File: src/rtl/wakeup_regs_pkg.sv
// Package of offsets, field positions, reset values and timing for the wake-up register bank
package wakeup_regs_pkg;
    // Printed register indices; not all are multiples of four, so byte address is index times four
    localparam logic [7:0] idx_cap_sense_control = 8'h2e;
    localparam logic [7:0] idx_cap_sense_display = 8'h2f;
    localparam logic [7:0] idx_wakeup_timer_control = 8'h31;
    localparam logic [7:0] idx_amplitude_config = 8'h32;
    localparam logic [7:0] idx_auxiliary_status = 8'h40;
    localparam logic [7:0] idx_misc_control = 8'h41;
    // Reset values
    localparam logic [7:0] rst_reg = 8'h00;
    // Field positions
    localparam int cal_hi = 7;
    localparam int cal_lo = 3;
    localparam int cal_end_bit = 2;
    localparam int cal_err_bit = 1;
    localparam int wur_bit = 7;
    localparam int wut_hi = 6;
    localparam int wut_lo = 4;
    localparam int wto_bit = 3;
    localparam int wam_bit = 2;
    localparam int wph_bit = 1;
    localparam int wcap_bit = 0;
    localparam int amd_hi = 7;
    localparam int amd_lo = 4;
    // Misc control: bit 0 issues the set-default command (self clearing)
    localparam int set_default_bit = 0;
    // Allowed gain codes
    localparam logic [2:0] gain_2p8 = 3'h0;
    localparam logic [2:0] gain_6p5 = 3'h1;
    localparam logic [2:0] gain_1p1 = 3'h2;
    localparam logic [2:0] gain_0p5 = 3'h4;
    localparam logic [2:0] gain_0p35 = 3'h6;
    // Calibration step and full scale in femtofarads
    localparam int cal_step_ff = 100;
    localparam int cal_full_ff = 3100;
    // Timing
    localparam int clk_mhz = 200;
    localparam int tick_us = 1000;
    localparam int tick_cycles = tick_us * clk_mhz;
    localparam int base_long_ms = 100;
    localparam int base_short_ms = 10;
endpackage : wakeup_regs_pkg

File: src/rtl/ms_tick_divider.sv
// Divider giving a one-cycle tick every programmed number of clocks
`timescale 1ns/1ps
module ms_tick_divider #(
    parameter int unsigned period = 200000
) (
    // Clock and reset
    input wire logic clk,
    input wire logic rstn,
    // Run enable and tick out
    input wire logic run,
    output logic tick
);
    logic [31:0] count; // Cycles into current period
    logic [31:0] next_count;
    logic next_tick;

    // Count while running, restart when stopped
    always_comb begin
        next_count = count;
        next_tick = 1'b0;
        if (!run) begin
            next_count = 32'h0;
        end else if (count == 32'(period - 1)) begin
            next_count = 32'h0;
            next_tick = 1'b1;
        end else begin
            next_count = count + 32'h1;
        end
    end

    // Register state
    always_ff @(posedge clk or negedge rstn) begin
        if (!rstn) begin
            count <= 32'h0;
            tick <= 1'b0;
        end else begin
            count <= next_count;
            tick <= next_tick;
        end
    end
endmodule : ms_tick_divider

File: src/rtl/wakeup_sense_status_regs.sv
// Wake-up, capacitive sensor and auxiliary status register bank on classic Wishbone
//
// Chosen here: the Wishbone register port.
`timescale 1ns/1ps
module wakeup_sense_status_regs
    import wakeup_regs_pkg::*;
#(
    parameter int unsigned tick_period = tick_cycles
) (
    // Clock and reset
    input wire logic clk,
    input wire logic rstn,
    // Wishbone slave
    input wire logic cyc_i,
    input wire logic stb_i,
    input wire logic we_i,
    input wire logic [9:0] adr_i,
    input wire logic [3:0] sel_i,
    input wire logic [31:0] dat_i,
    output logic [31:0] dat_o,
    output logic ack_o,
    // Set-default command from the command decoder
    input wire logic set_default,
    // Calibration engine results
    input wire logic [4:0] cal_result,
    input wire logic cal_done,
    input wire logic cal_fail,
    // Live status sources
    input wire logic channel_pm,
    input wire logic field_detect,
    input wire logic tx_active,
    input wire logic osc_running,
    input wire logic osc_stable,
    input wire logic rx_enabled,
    input wire logic rx_receiving,
    input wire logic peer_detect_mode,
    input wire logic collision_avoid_flag,
    // Measurement engine
    input wire logic meas_done,
    input wire logic [7:0] amp_result,
    input wire logic [7:0] amp_reference,
    input wire logic phase_over,
    input wire logic cap_over,
    // Sensor controls to the analog side
    output logic cal_auto,
    output logic [4:0] cal_manual,
    output logic [2:0] sensor_gain,
    output logic gain_valid,
    // Measurement triggers and interrupt
    output logic amp_meas_start,
    output logic phase_meas_start,
    output logic cap_meas_start,
    output logic wakeup_irq
);
    typedef enum logic [2:0] {
        st_idle = 3'b001,
        st_count = 3'b010,
        st_measure = 3'b100
    } timer_state_t;

    // Register storage
    logic [7:0] cap_sense_control;
    logic [7:0] cap_sense_display;
    logic [7:0] wakeup_timer_control;
    logic [7:0] amplitude_config;
    logic [7:0] auxiliary_status;
    logic [7:0] next_cap_sense_control;
    logic [7:0] next_cap_sense_display;
    logic [7:0] next_wakeup_timer_control;
    logic [7:0] next_amplitude_config;
    logic [7:0] next_auxiliary_status;
    // Bus answer
    logic [31:0] next_dat_o;
    logic next_ack;
    logic set_default_req; // Self-clearing command bit
    logic next_set_default_req;
    logic clear_all; // Set-default from either source
    logic [7:0] reg_idx; // Word index from byte address
    logic wr_lane; // Low byte lane enabled for write

    assign reg_idx = adr_i[9:2];
    assign wr_lane = sel_i[0];
    assign clear_all = set_default | set_default_req;

    // Register file and bus answer: one-cycle ack, dropped the cycle after
    // Writes commit at the edge where the master samples ack, so an abandoned cycle stores nothing
    always_comb begin
        next_cap_sense_control = cap_sense_control;
        next_wakeup_timer_control = wakeup_timer_control;
        next_amplitude_config = amplitude_config;
        next_set_default_req = 1'b0;
        next_dat_o = 32'h0;
        next_ack = 1'b0;
        // Read decode while the request waits for its ack
        if (cyc_i && stb_i && !ack_o) begin
            next_ack = 1'b1;
            if (reg_idx == idx_cap_sense_control) begin
                next_dat_o = {24'h0, cap_sense_control};
            end else if (reg_idx == idx_cap_sense_display) begin
                next_dat_o = {24'h0, cap_sense_display};
            end else if (reg_idx == idx_wakeup_timer_control) begin
                next_dat_o = {24'h0, wakeup_timer_control};
            end else if (reg_idx == idx_amplitude_config) begin
                next_dat_o = {24'h0, amplitude_config};
            end else if (reg_idx == idx_auxiliary_status) begin
                next_dat_o = {24'h0, auxiliary_status};
            end else begin
                next_dat_o = 32'h0; // Unmapped and command index read zero
            end
        end
        // Write decode at the ack edge; only the low byte lane carries data
        if (cyc_i && stb_i && ack_o && we_i && wr_lane) begin
            if (reg_idx == idx_cap_sense_control) begin
                next_cap_sense_control = dat_i[7:0];
            end else if (reg_idx == idx_wakeup_timer_control) begin
                next_wakeup_timer_control = dat_i[7:0];
            end else if (reg_idx == idx_amplitude_config) begin
                next_amplitude_config = dat_i[7:0];
            end else if (reg_idx == idx_misc_control) begin
                next_set_default_req = dat_i[set_default_bit];
            end else begin
                next_set_default_req = 1'b0; // Display, status and unmapped writes dropped
            end
        end
        if (clear_all) begin
            next_cap_sense_control = rst_reg;
            next_wakeup_timer_control = rst_reg;
            next_amplitude_config = rst_reg;
        end
    end

    always_ff @(posedge clk or negedge rstn) begin
        if (!rstn) begin
            cap_sense_control <= rst_reg;
            wakeup_timer_control <= rst_reg;
            amplitude_config <= rst_reg;
            set_default_req <= 1'b0;
            dat_o <= 32'h0;
            ack_o <= 1'b0;
        end else begin
            cap_sense_control <= next_cap_sense_control;
            wakeup_timer_control <= next_wakeup_timer_control;
            amplitude_config <= next_amplitude_config;
            set_default_req <= next_set_default_req;
            dat_o <= next_dat_o;
            ack_o <= next_ack;
        end
    end

    // Status capture; reads never alter these
    always_comb begin
        next_cap_sense_display = {cal_result, cal_done, cal_fail, 1'b0};
        next_auxiliary_status = {channel_pm, field_detect, tx_active,
            osc_running & osc_stable, rx_enabled, rx_receiving,
            peer_detect_mode, collision_avoid_flag};
        if (clear_all) begin
            next_cap_sense_display = rst_reg;
            next_auxiliary_status = rst_reg;
        end
    end

    always_ff @(posedge clk or negedge rstn) begin
        if (!rstn) begin
            cap_sense_display <= rst_reg;
            auxiliary_status <= rst_reg;
        end else begin
            cap_sense_display <= next_cap_sense_display;
            auxiliary_status <= next_auxiliary_status;
        end
    end

    // Sensor controls; gain code checked against the five legal values
    logic next_cal_auto;
    logic next_gain_valid;
    logic [2:0] gain_code;
    assign gain_code = cap_sense_control[2:0];

    always_comb begin
        next_cal_auto = (cap_sense_control[cal_hi:cal_lo] == 5'h0);
        next_gain_valid = (gain_code == gain_2p8) || (gain_code == gain_6p5) ||
            (gain_code == gain_1p1) || (gain_code == gain_0p5) || (gain_code == gain_0p35);
    end

    always_ff @(posedge clk or negedge rstn) begin
        if (!rstn) begin
            cal_auto <= 1'b1;
            cal_manual <= 5'h0;
            sensor_gain <= 3'h0;
            gain_valid <= 1'b1;
        end else begin
            cal_auto <= next_cal_auto;
            cal_manual <= cap_sense_control[cal_hi:cal_lo]; // Binary 0.1 pF steps
            sensor_gain <= gain_code;
            gain_valid <= next_gain_valid;
        end
    end

    // Wake-up timer: millisecond tick from the divider
    logic any_wake; // Some wake-up function enabled
    logic ms_tick;
    logic [9:0] ms_count; // Milliseconds elapsed
    logic [9:0] ms_limit; // Programmed timeout in ms
    logic [9:0] next_ms_count;
    timer_state_t state;
    timer_state_t next_state;
    logic next_amp_start;
    logic next_phase_start;
    logic next_cap_start;
    logic next_irq;
    logic [7:0] amp_diff;
    logic meas_amp_pending; // Amplitude compare awaited
    logic next_meas_amp_pending;

    assign any_wake = |wakeup_timer_control[wto_bit:wcap_bit];
    // Timeout = (code + 1) * base
    assign ms_limit = 10'(({7'h0, wakeup_timer_control[wut_hi:wut_lo]} + 10'h1)
        * (wakeup_timer_control[wur_bit] ? 10'(base_short_ms) : 10'(base_long_ms)));
    assign amp_diff = (amp_result > amp_reference) ? 8'(amp_result - amp_reference)
        : 8'(amp_reference - amp_result);

    ms_tick_divider #(
        .period(tick_period)
    ) u_tick (
        .clk(clk),
        .rstn(rstn),
        .run(any_wake && state == st_count),
        .tick(ms_tick)
    );

    // Timer sequencing and interrupt pulses
    always_comb begin
        next_state = state;
        next_ms_count = ms_count;
        next_amp_start = 1'b0;
        next_phase_start = 1'b0;
        next_cap_start = 1'b0;
        next_irq = 1'b0;
        next_meas_amp_pending = meas_amp_pending;
        case (state)
            st_idle: begin
                next_ms_count = 10'h0;
                if (any_wake) next_state = st_count;
            end
            st_count: begin
                if (!any_wake) begin
                    next_state = st_idle;
                end else if (ms_tick) begin
                    if (ms_count + 10'h1 >= ms_limit) begin
                        next_ms_count = 10'h0; // Restart for periodic timeouts
                        next_irq = wakeup_timer_control[wto_bit];
                        next_amp_start = wakeup_timer_control[wam_bit];
                        next_phase_start = wakeup_timer_control[wph_bit];
                        next_cap_start = wakeup_timer_control[wcap_bit];
                        next_meas_amp_pending = wakeup_timer_control[wam_bit];
                        if (|wakeup_timer_control[wam_bit:wcap_bit]) next_state = st_measure;
                    end else begin
                        next_ms_count = ms_count + 10'h1;
                    end
                end
            end
            st_measure: begin
                // Wait for the engine; the timer holds meanwhile
                if (meas_done) begin
                    next_irq = (meas_amp_pending
                        && amp_diff > {4'h0, amplitude_config[amd_hi:amd_lo]})
                        || (wakeup_timer_control[wph_bit] && phase_over)
                        || (wakeup_timer_control[wcap_bit] && cap_over);
                    next_meas_amp_pending = 1'b0;
                    next_state = any_wake ? st_count : st_idle;
                end
            end
            default: next_state = st_idle;
        endcase
        if (clear_all) begin
            next_state = st_idle;
            next_meas_amp_pending = 1'b0;
        end
    end

    always_ff @(posedge clk or negedge rstn) begin
        if (!rstn) begin
            state <= st_idle;
            ms_count <= 10'h0;
            meas_amp_pending <= 1'b0;
            amp_meas_start <= 1'b0;
            phase_meas_start <= 1'b0;
            cap_meas_start <= 1'b0;
            wakeup_irq <= 1'b0;
        end else begin
            state <= next_state;
            ms_count <= next_ms_count;
            meas_amp_pending <= next_meas_amp_pending;
            amp_meas_start <= next_amp_start;
            phase_meas_start <= next_phase_start;
            cap_meas_start <= next_cap_start;
            wakeup_irq <= next_irq;
        end
    end

    // Checks; all sampled on the rising edge and silenced while reset is low
    a_cal_auto_sel: assert property (@(posedge clk) disable iff (!rstn)
        cap_sense_control[cal_hi:cal_lo] == 5'h0 |=> cal_auto) else $error("auto calibration not selected");
    a_gain_reject: assert property (@(posedge clk) disable iff (!rstn)
        gain_code == 3'h3 || gain_code == 3'h5 || gain_code == 3'h7 |=> !gain_valid)
        else $error("unused gain accepted");
    a_display_clear: assert property (@(posedge clk) disable iff (!rstn)
        clear_all |=> cap_sense_display == 8'h0 && auxiliary_status == 8'h0) else $error("display not cleared");
    a_channel_mirror: assert property (@(posedge clk) disable iff (!rstn)
        !clear_all |=> auxiliary_status[7:6] == {$past(channel_pm), $past(field_detect)})
        else $error("channel bits wrong");
    a_tx_mirror: assert property (@(posedge clk) disable iff (!rstn)
        !clear_all |=> auxiliary_status[5] == $past(tx_active)) else $error("tx bit wrong");
    a_osc_stable: assert property (@(posedge clk) disable iff (!rstn)
        auxiliary_status[4] |-> $past(osc_running) && $past(osc_stable)) else $error("osc bit wrong");
    a_rx_mirror: assert property (@(posedge clk) disable iff (!rstn)
        !clear_all |=> auxiliary_status[3:2] == {$past(rx_enabled), $past(rx_receiving)})
        else $error("receiver bits wrong");
    a_field_modes: assert property (@(posedge clk) disable iff (!rstn)
        !clear_all |=> auxiliary_status[1:0] == {$past(peer_detect_mode), $past(collision_avoid_flag)})
        else $error("field mode bits wrong");
    a_timer_cleared: assert property (@(posedge clk) disable iff (!rstn)
        clear_all |=> wakeup_timer_control == 8'h0) else $error("timer control not cleared");
    a_irq_timeout: assert property (@(posedge clk) disable iff (!rstn)
        state == st_count && ms_tick && !clear_all && wakeup_timer_control[wto_bit]
        && ms_count + 10'h1 >= ms_limit |=> wakeup_irq) else $error("timeout irq missing");
    a_amp_start: assert property (@(posedge clk) disable iff (!rstn)
        amp_meas_start |-> $past(wakeup_timer_control[wam_bit])) else $error("stray amplitude start");
    a_amp_irq: assert property (@(posedge clk) disable iff (!rstn)
        state == st_measure && meas_done && meas_amp_pending && !clear_all
        && amp_diff > {4'h0, amplitude_config[amd_hi:amd_lo]} |=> wakeup_irq)
        else $error("amplitude irq missing");
    a_timer_wrap: assert property (@(posedge clk) disable iff (!rstn)
        amp_meas_start || phase_meas_start || cap_meas_start |-> ms_count == 10'h0)
        else $error("timer not restarted");
endmodule : wakeup_sense_status_regs

File: config.mk
export PLATFORM = sky130hd
export DESIGN_NAME = wakeup_sense_status_regs
export DESIGN_NICKNAME = d
export VERILOG_FILES = /design/src/rtl/wakeup_regs_pkg.sv /design/src/rtl/ms_tick_divider.sv /design/src/rtl/wakeup_sense_status_regs.sv
export SDC_FILE = /design/constraint.sdc
export NUM_CORES = 1
export LEC_CHECK = 0
export ABC_AREA = 1
export BUFFER_PORTS_ARGS = -buffer_cell sky130_fd_sc_hd__buf_2
export CORE_ASPECT_RATIO = 1.4
export CORE_MARGIN = 1.5
export CORE_UTILIZATION = 25
export DETAILED_ROUTE_END_ITERATION = 7
export GPL_TIMING_DRIVEN = 0
export PLACE_DENSITY = 0.47
export SETUP_SLACK_MARGIN = 0.4
export SLEW_MARGIN = 20
export SYNTH_ARGS = -nofsm -noshare
export SYNTH_HDL_FRONTEND = slang
export SYNTH_HIERARCHICAL = 1
export SYNTH_SLANG_ARGS = --single-unit
File: constraint.sdc
create_clock -name clk -period 6.25 [get_ports clk]
set_input_delay 0.3125 -clock clk [delete_from_list [all_inputs] [get_ports clk]]
set_output_delay 0.3125 -clock clk [all_outputs]
set_load 0.1 [all_outputs]
==> results.py, run 1 <==
metrics = {
    "cells_and_area": {
        "layout-drive-gt1-share": 0.170,
        "area_growth_pct": 18.2,
        "fill_cells": 3159,
        "fin_nets": 1226,
        "insertedDiodeCount": 0,
        "multi_input_area_um2": 3820,
        "final-seq-area_um2": 2760,
    },
    "floorplan": {
        "core-area_um2": 28600,
        "dieArea_um2": 30200,
        "rows": 73,
        "die_x_um": 147,
        "initial_core_util": 0.255,
        "dieHeight_um": 205,
        "io_pins": 134,
    },
    "timing": {
        "layout_min_cycle_time_ns": 4.47,
        "hold_slack_ns": 0.147,
        "drv_slew": 0,
        "tns_ns": 0,
        "hold_viol": 0,
        "finalClockSkew_ns": 0.0146,
        "rsz0062_at_grt": "false",
        "worst_pin_slew_ns": 0.574,
        "slew_headroom": 0.617,
        "post-route-period-util": 0.715,
        "max_freq_mhz": 224,
        "final-setup-viol-count": 0,
    },
    "synthesis": {
        "synth_edf_count": 0,
        "ys_seq_area_frac": 0.378,
        "synth_cells": 970,
        "ys.flop_type": "dfrtp_1",
        "yosys_warnings": 6,
        "syn-mean-instance-area_um2": 7.52,
        "async_flop_share": 1.00,
        "synth-seq-cells": 110,
        "syn_area_um2": 7290,
        "yosysUniqueCellTypes": 49,
    },
    "critical_path": {
        "crit_path_end_kind": "flop",
        "critPathLaunchType": "flop",
        "cp_max_fo": 6,
        "cp_data_required_time_ns": 6.53,
        "worstSetupPathType": "flop to flop",
        "arrival_ns": 4.75,
    },
    "route": {
        "drc": 0,
        "firstDrtPassIters": 4,
        "vias_per_cell": 4.26,
        "routedWlPerCell_um": 12.8,
        "drtAntennaViolNets": 0,
        "dr_total_vias": 6255,
        "routed_wl_um": 18800,
        "drtIter0Drc": 242,
    },
    "clock_tree": {
        "ctsLongestPathBuffers": 2,
        "cts.clk_slew.worst_paths_ns": 0.09,
        "clock-sinks": 110,
        "cts_htree_levels": 3,
        "cts_resized": 0,
        "clk_latency_ns": 0.37,
        "cts_tree": "yes",
        "cts_buffers": 9,
        "cts_root_buf": "clkbuf_16",
    },
    "worst_hold_path": {
        "min_path_type": "input pin to flop",
    },
    "global_route": {
        "grt_first_pass_wirelength_um": 30800,
        "grtUsageMet1": 0.151,
        "grt_most_used_layer": "met2",
        "track_usage": 0.129,
        "use_met3": 0.0200,
        "grt-ovfl-total": 0,
        "grt_antenna_before_repair": 0,
        "grtUsageMet2": 0.242,
        "grt_pass1_vias": 6238,
        "grt_max_degree": 75,
    },
    "placement": {
        "place_congestion": 0.823,
        "port_buffers": 80,
        "dpl.hpwl_um": 15300,
    },
    "run_status": {
        "status": "complete, no violations",
    },
    "pwr": {
        "peakVddDrop_v": 0.000115,
        "p_leak_nw": 4.35,
        "p_per_area_nw_per_um2": 221,
    },
    "job": {
        "maxCapViolCount": 0,
    },
}
layout by cell type, fill, tap and decap left out, types with 3 or more instances in the layout:
| cell | synthesis | layout |
|---|---|---|
| nand3_1 | 44 | 44 |
| inv_1 | 152 | 152 |
| buf_2 | 3 | 82 |
| o221ai_1 | 6 | 6 |
| nand2_2 | 4 | 4 |
| o21a_1 | 3 | 3 |
| dfrtp_1 | 107 | 107 |
| nor2_2 | 18 | 18 |
| nor2_1 | 128 | 128 |
| clkbuf_16 | 0 | 9 |
| o22ai_1 | 8 | 8 |
| nand4_1 | 11 | 11 |
| nand2_1 | 236 | 236 |
| ha_1 | 45 | 45 |
| conb_1 | 1 | 27 |
| nor3_1 | 8 | 8 |
| clkbuf_1 | 4 | 4 |
| o21ai_2 | 4 | 4 |
| nor3_4 | 3 | 3 |
| xnor2_1 | 9 | 9 |
| dfstp_2 | 3 | 3 |
| a21oi_1 | 34 | 34 |
| nand2_4 | 5 | 5 |
| buf_4 | 25 | 25 |
| nor2_4 | 7 | 7 |
| o21ai_0 | 51 | 51 |
| inv_2 | 6 | 6 |
| fa_1 | 5 | 5 |
| xor2_1 | 15 | 15 |
flip-flops by register name (all words and copies together) (netlist names), 3 cells and up:
signal	cells
u_tick/count	32
ms_count	10
amplitude_config	8
auxiliary_status	8
cap_sense_control	8
dat_o	8
wakeup_timer_control	8
cap_sense_display	7
cal_manual	5
sensor_gain	3
state	3
cell families (layout without fill, tap and decap cells):
group / after synthesis / after routing / share of synthesized area
other: 1 / 27 / 0.000514
DFF: 110 / 110 / 0.378
adders and majority gates: 50 / 50 / 0.0910
xor gates and xnor gates: 24 / 24 / 0.0288
AOI/OAI and AO/OA: 120 / 120 / 0.0975
and+or+nand+nor: 474 / 474 / 0.292
buffers and inverters: 191 / 289 / 0.112
per-layer routing:
metal	wire length [µm]	vias to the layer above	part of all wire
met1	8060	2934	0.43
met4	238	0	0.013
met5	0	-	0
met3	456	16	0.024
met2	10100	74	0.53
li1	-	3231	-
worst max-delay path, stage by stage (launching register included):
cell,delay [ns]
dfrtp_1,0.46
ha_1,0.24
xnor2_1,0.21
nor2_1,0.09
inv_1,0.08
o21ai_0,0.10
ha_1,0.19
clkbuf_1,0.09
fa_1,0.44
ha_1,0.36
a21oi_1,0.13
and2_1,0.17
inv_1,0.05
a21oi_1,0.12
nor2_1,0.05
nor2_1,0.11
xor2_1,0.09
ha_1,0.30
nand2_1,0.07
nor2_1,0.14
nand3b_1,0.09
nand4_1,0.16
inv_1,0.16
o21ai_2,0.25
o211ai_1,0.12
o21ai_0,0.11
cell type report:
class	count	share of cell area
flip-flops and latches	110	0.320
inverters	158	0.0688
multi-input cells	695	0.443
clock buffers	9	0.0261
repair buffers	82	0.0516
clock inverters	7	0.0103
plain buffers	33	0.0257
well taps	375	0.0545
per-stage QoR:
stage          instance area, µm²  setup WS, ns  std cells  utilization  power [mW]
3_5_place_dp                 8290          1.79       1452        0.290        1.30
4_1_cts                      8620          1.75       1469        0.301        1.94
5_1_grt                      8620          1.29       1469        0.301        2.03
2_1_floorplan                7390          2.29        996            -        1.17
3_3_place_gp                 8260          1.76       1451        0.289        1.30
6_report                     8620          1.78       1469        0.301        1.90
final timing paths:
kind	startpoint	to	slack, ns	cells past startpoint
max	wakeup_timer_control[4]	state[1]	1.78	25
min	cal_result[1]	cap_sense_display[4]	0.15	3
max reg2reg	wakeup_timer_control[4]	state[1]	1.78	25
min reg2reg	cap_sense_control[2]	sensor_gain[2]	0.43	0
max in group asynchronous	rstn	state[0]	5.09	3
min in group asynchronous	rstn	cal_manual[2]	0.40	2
power breakdown:
group | internal [mW] | switching, mW
logic | 0.146 | 0.358
registers | 0.748 | 0.0319
clock network | 0.294 | 0.325
total | 1.19 | 0.714
synthesized netlist by cell type, types with 4 or more instances:
master	n	area, µm²
fa_1	5	100
ha_1	45	563
xnor2_1	9	78.8
nor3_1	8	40.0
xor2_1	15	131
inv_1	152	571
nor2_2	18	113
nor2_4	7	78.8
nand4_1	11	68.8
a21oi_1	34	170
inv_2	6	22.5
nor2_1	128	480
o21ai_0	51	255
o21ai_2	4	35.0
nand2_4	5	56.3
dfrtp_1	107	2680
nand2_1	236	886
clkbuf_1	4	15.0
nand3_1	44	220
nand2_2	4	25.0
buf_4	25	188
o22ai_1	8	50.1
o221ai_1	6	52.6
timing repair:
item / 4_1_cts / 5_1_grt
setup endpoints to repair: 0 / 0
hold buffers: 1 / 0
hold endpoints to repair: 35 / 0
setup buffers: 0 / 0
No activity file was read; power rests on OpenSTA's default activity.
==> inputs of run 2 (changes only) <==
clock period = 4.49 ns   (was 6.25 ns; I/O delays follow)
==> results.py, run 2 (synthesized netlist as in run 1, its figures left out) <==
metrics = {
    "timing": {
        "hold_viol": 0,
        "drv_slew": 0,
        "max_freq_mhz": 250,
        "tns_ns": 0,
        "layout_min_cycle_time_ns": 3.99,
        "finalClockSkew_ns": 0.0147,
        "slew_headroom": 0.615,
        "final-setup-viol-count": 0,
        "worst_pin_slew_ns": 0.575,
        "hold_slack_ns": 0.0571,
        "post-route-period-util": 0.890,
        "rsz0062_at_grt": "true",
    },
    "global_route": {
        "grt_first_pass_wirelength_um": 31100,
        "grt_antenna_before_repair": 0,
        "grt-ovfl-total": 0,
        "track_usage": 0.130,
        "grt_pass1_vias": 6281,
        "grt_max_degree": 75,
    },
    "critical_path": {
        "worstSetupPathType": "flop to flop",
        "arrival_ns": 4.25,
        "slowest_delay_ns": 0.48,
        "cp_slowest_cell": "fa_1",
        "cp_data_required_time_ns": 4.75,
        "r2r_cells": 23,
        "crit_path_end_kind": "flop",
        "critical_path.cell_chain": "ha_4 -> xnor2_4 -> nor2_2 -> inv_2 -> o21ai_2 -> ha_2 -> clkbuf_2 -> fa_1 -> ha_4 -> a21oi_2 -> and2_4 -> inv_2 -> a21oi_2 -> nor2_1 -> nor2_1 -> xor2_1 -> ha_1 -> buf_4 -> nand4_1 -> nand4_1 -> inv_4 -> o21ai_4 -> a31o_2",
        "critPathLaunchType": "flop",
        "cp_max_fo": 5,
    },
    "floorplan": {
        "core-area_um2": 28600,
        "dieArea_um2": 30200,
        "dieHeight_um": 205,
        "initial_core_util": 0.255,
        "io_pins": 134,
        "die_x_um": 147,
        "rows": 73,
    },
    "worst_hold_path": {
        "min_path_type": "input pin to flop",
        "whs_path_depth": 3,
    },
    "cells_and_area": {
        "largest_register_ffs": 32,
        "final_util": 0.311,
        "final_area_um2": 8890,
        "area_growth_pct": 21.9,
        "reg.largest.list": "u_tick/count (32), ms_count (10)",
        "fin_cells": 1480,
        "fill_cells": 3132,
        "final_common_cell": "nand2_1",
        "layout-drive-gt1-share": 0.205,
        "mostFrequentLayoutCells": "nand2_1 (235), inv_1 (149), nor2_1 (124)",
        "top_register": "u_tick/count",
        "fin_nets": 1237,
        "insertedDiodeCount": 0,
    },
    "route": {
        "vias_per_cell": 4.26,
        "routed_wl_um": 19200,
        "drtIter0Drc": 254,
        "drc": 0,
        "dr_total_vias": 6307,
        "drtAntennaViolNets": 0,
        "firstDrtPassIters": 4,
        "routedWlPerCell_um": 13.0,
    },
    "clock_tree": {
        "ctsLongestPathBuffers": 2,
        "clock-sinks": 110,
        "cts_tree": "yes",
        "cts_htree_levels": 3,
        "cts_root_buf": "clkbuf_16",
        "clk_latency_ns": 0.37,
        "cts_buffers": 9,
        "cts.clk_slew.worst_paths_ns": 0.09,
    },
    "pwr": {
        "peakVddDrop_v": 0.000160,
        "p_leak_nw": 4.42,
        "p_per_area_nw_per_um2": 307,
    },
    "job": {
        "maxCapViolCount": 0,
    },
    "placement": {
        "port_buffers": 80,
        "placed_area_um2": 8290,
        "dp.cells": 1452,
        "dpl.hpwl_um": 15300,
        "place_congestion": 0.823,
    },
    "run_status": {
        "status": "complete, no violations",
    },
}
-- run 2: cell types whose count changed in the layout (fill, tap and decap cells not counted), sizes merged --
cell   previous run  this run
nand3            46        47
buf             110       120
-- run 2: metal layers --
metal  share of wire  GRT usage  up-vias
met2            0.53      0.244       76
met3           0.025     0.0200       16
met1            0.43      0.153     2964
met4           0.013     0.0339        0
li1                -          -     3251
met5               0          0        -
-- run 2: cell type report --
| class | instances | area (µm²) | area share |
|---|---|---|---|
| buffer | 33 | 223 | 0.0250 |
| clock buffer | 9 | 225 | 0.0253 |
| clock inverter | 7 | 88.8 | 0.00999 |
| inverter | 158 | 596 | 0.0670 |
| multi-input combinational | 696 | 4010 | 0.451 |
| sequential | 110 | 2760 | 0.310 |
| tap | 375 | 469 | 0.0528 |
| timing repair buffer | 92 | 519 | 0.0584 |
-- run 2: critical path, delay by kind of cell (launching register included) --
family | cells | cell delay, ns
fa+ha+maj | 5 | 1.40
simple gates | 6 | 0.65
compound gates | 5 | 0.55
buf+inv | 5 | 0.53
flops | 1 | 0.43
xor+xnor | 2 | 0.32
-- run 2: what timing repair did --
action | 4_1_cts | 5_1_grt
cloned | 1 | 0
hold buffers | 1 | 0
setup endpoints to repair | 17 | 18
resized for setup | 14 | 26
buffers inserted | 7 | 3
endpoints found under the hold margin | 35 | 0
pin swaps | 10 | 15
-- run 2: worst paths after layout --
kind                                   endpoint  slack [ns]                     from
min in group asynchronous         cal_manual[2]        0.31                     rstn
max reg2reg                            state[2]        0.50  wakeup_timer_control[5]
max in group asynchronous              state[0]        3.42                     rstn
min                        cap_sense_display[4]        0.06            cal_result[1]
min reg2reg                      sensor_gain[2]        0.43     cap_sense_control[2]
max                                    state[2]        0.50  wakeup_timer_control[5]
-- run 2: metrics by stage --
stage | setup slack, ns | total power [mW]
after floorplan | 0.531 | 1.63
after global placement | 0.00493 | 1.81
after detailed placement | 0.0337 | 1.81
after CTS | 0.410 | 2.73
after global routing | 0.200 | 2.90
final | 0.495 | 2.73
-- run 2: where the power goes --
| part | total, mW | internal [mW] | switching (mW) |
|---|---|---|---|
| clock | 0.865 | 0.410 | 0.455 |
| sequential | 1.09 | 1.04 | 0.0450 |
| combinational | 0.779 | 0.239 | 0.540 |
| total | 2.73 | 1.69 | 1.04 |
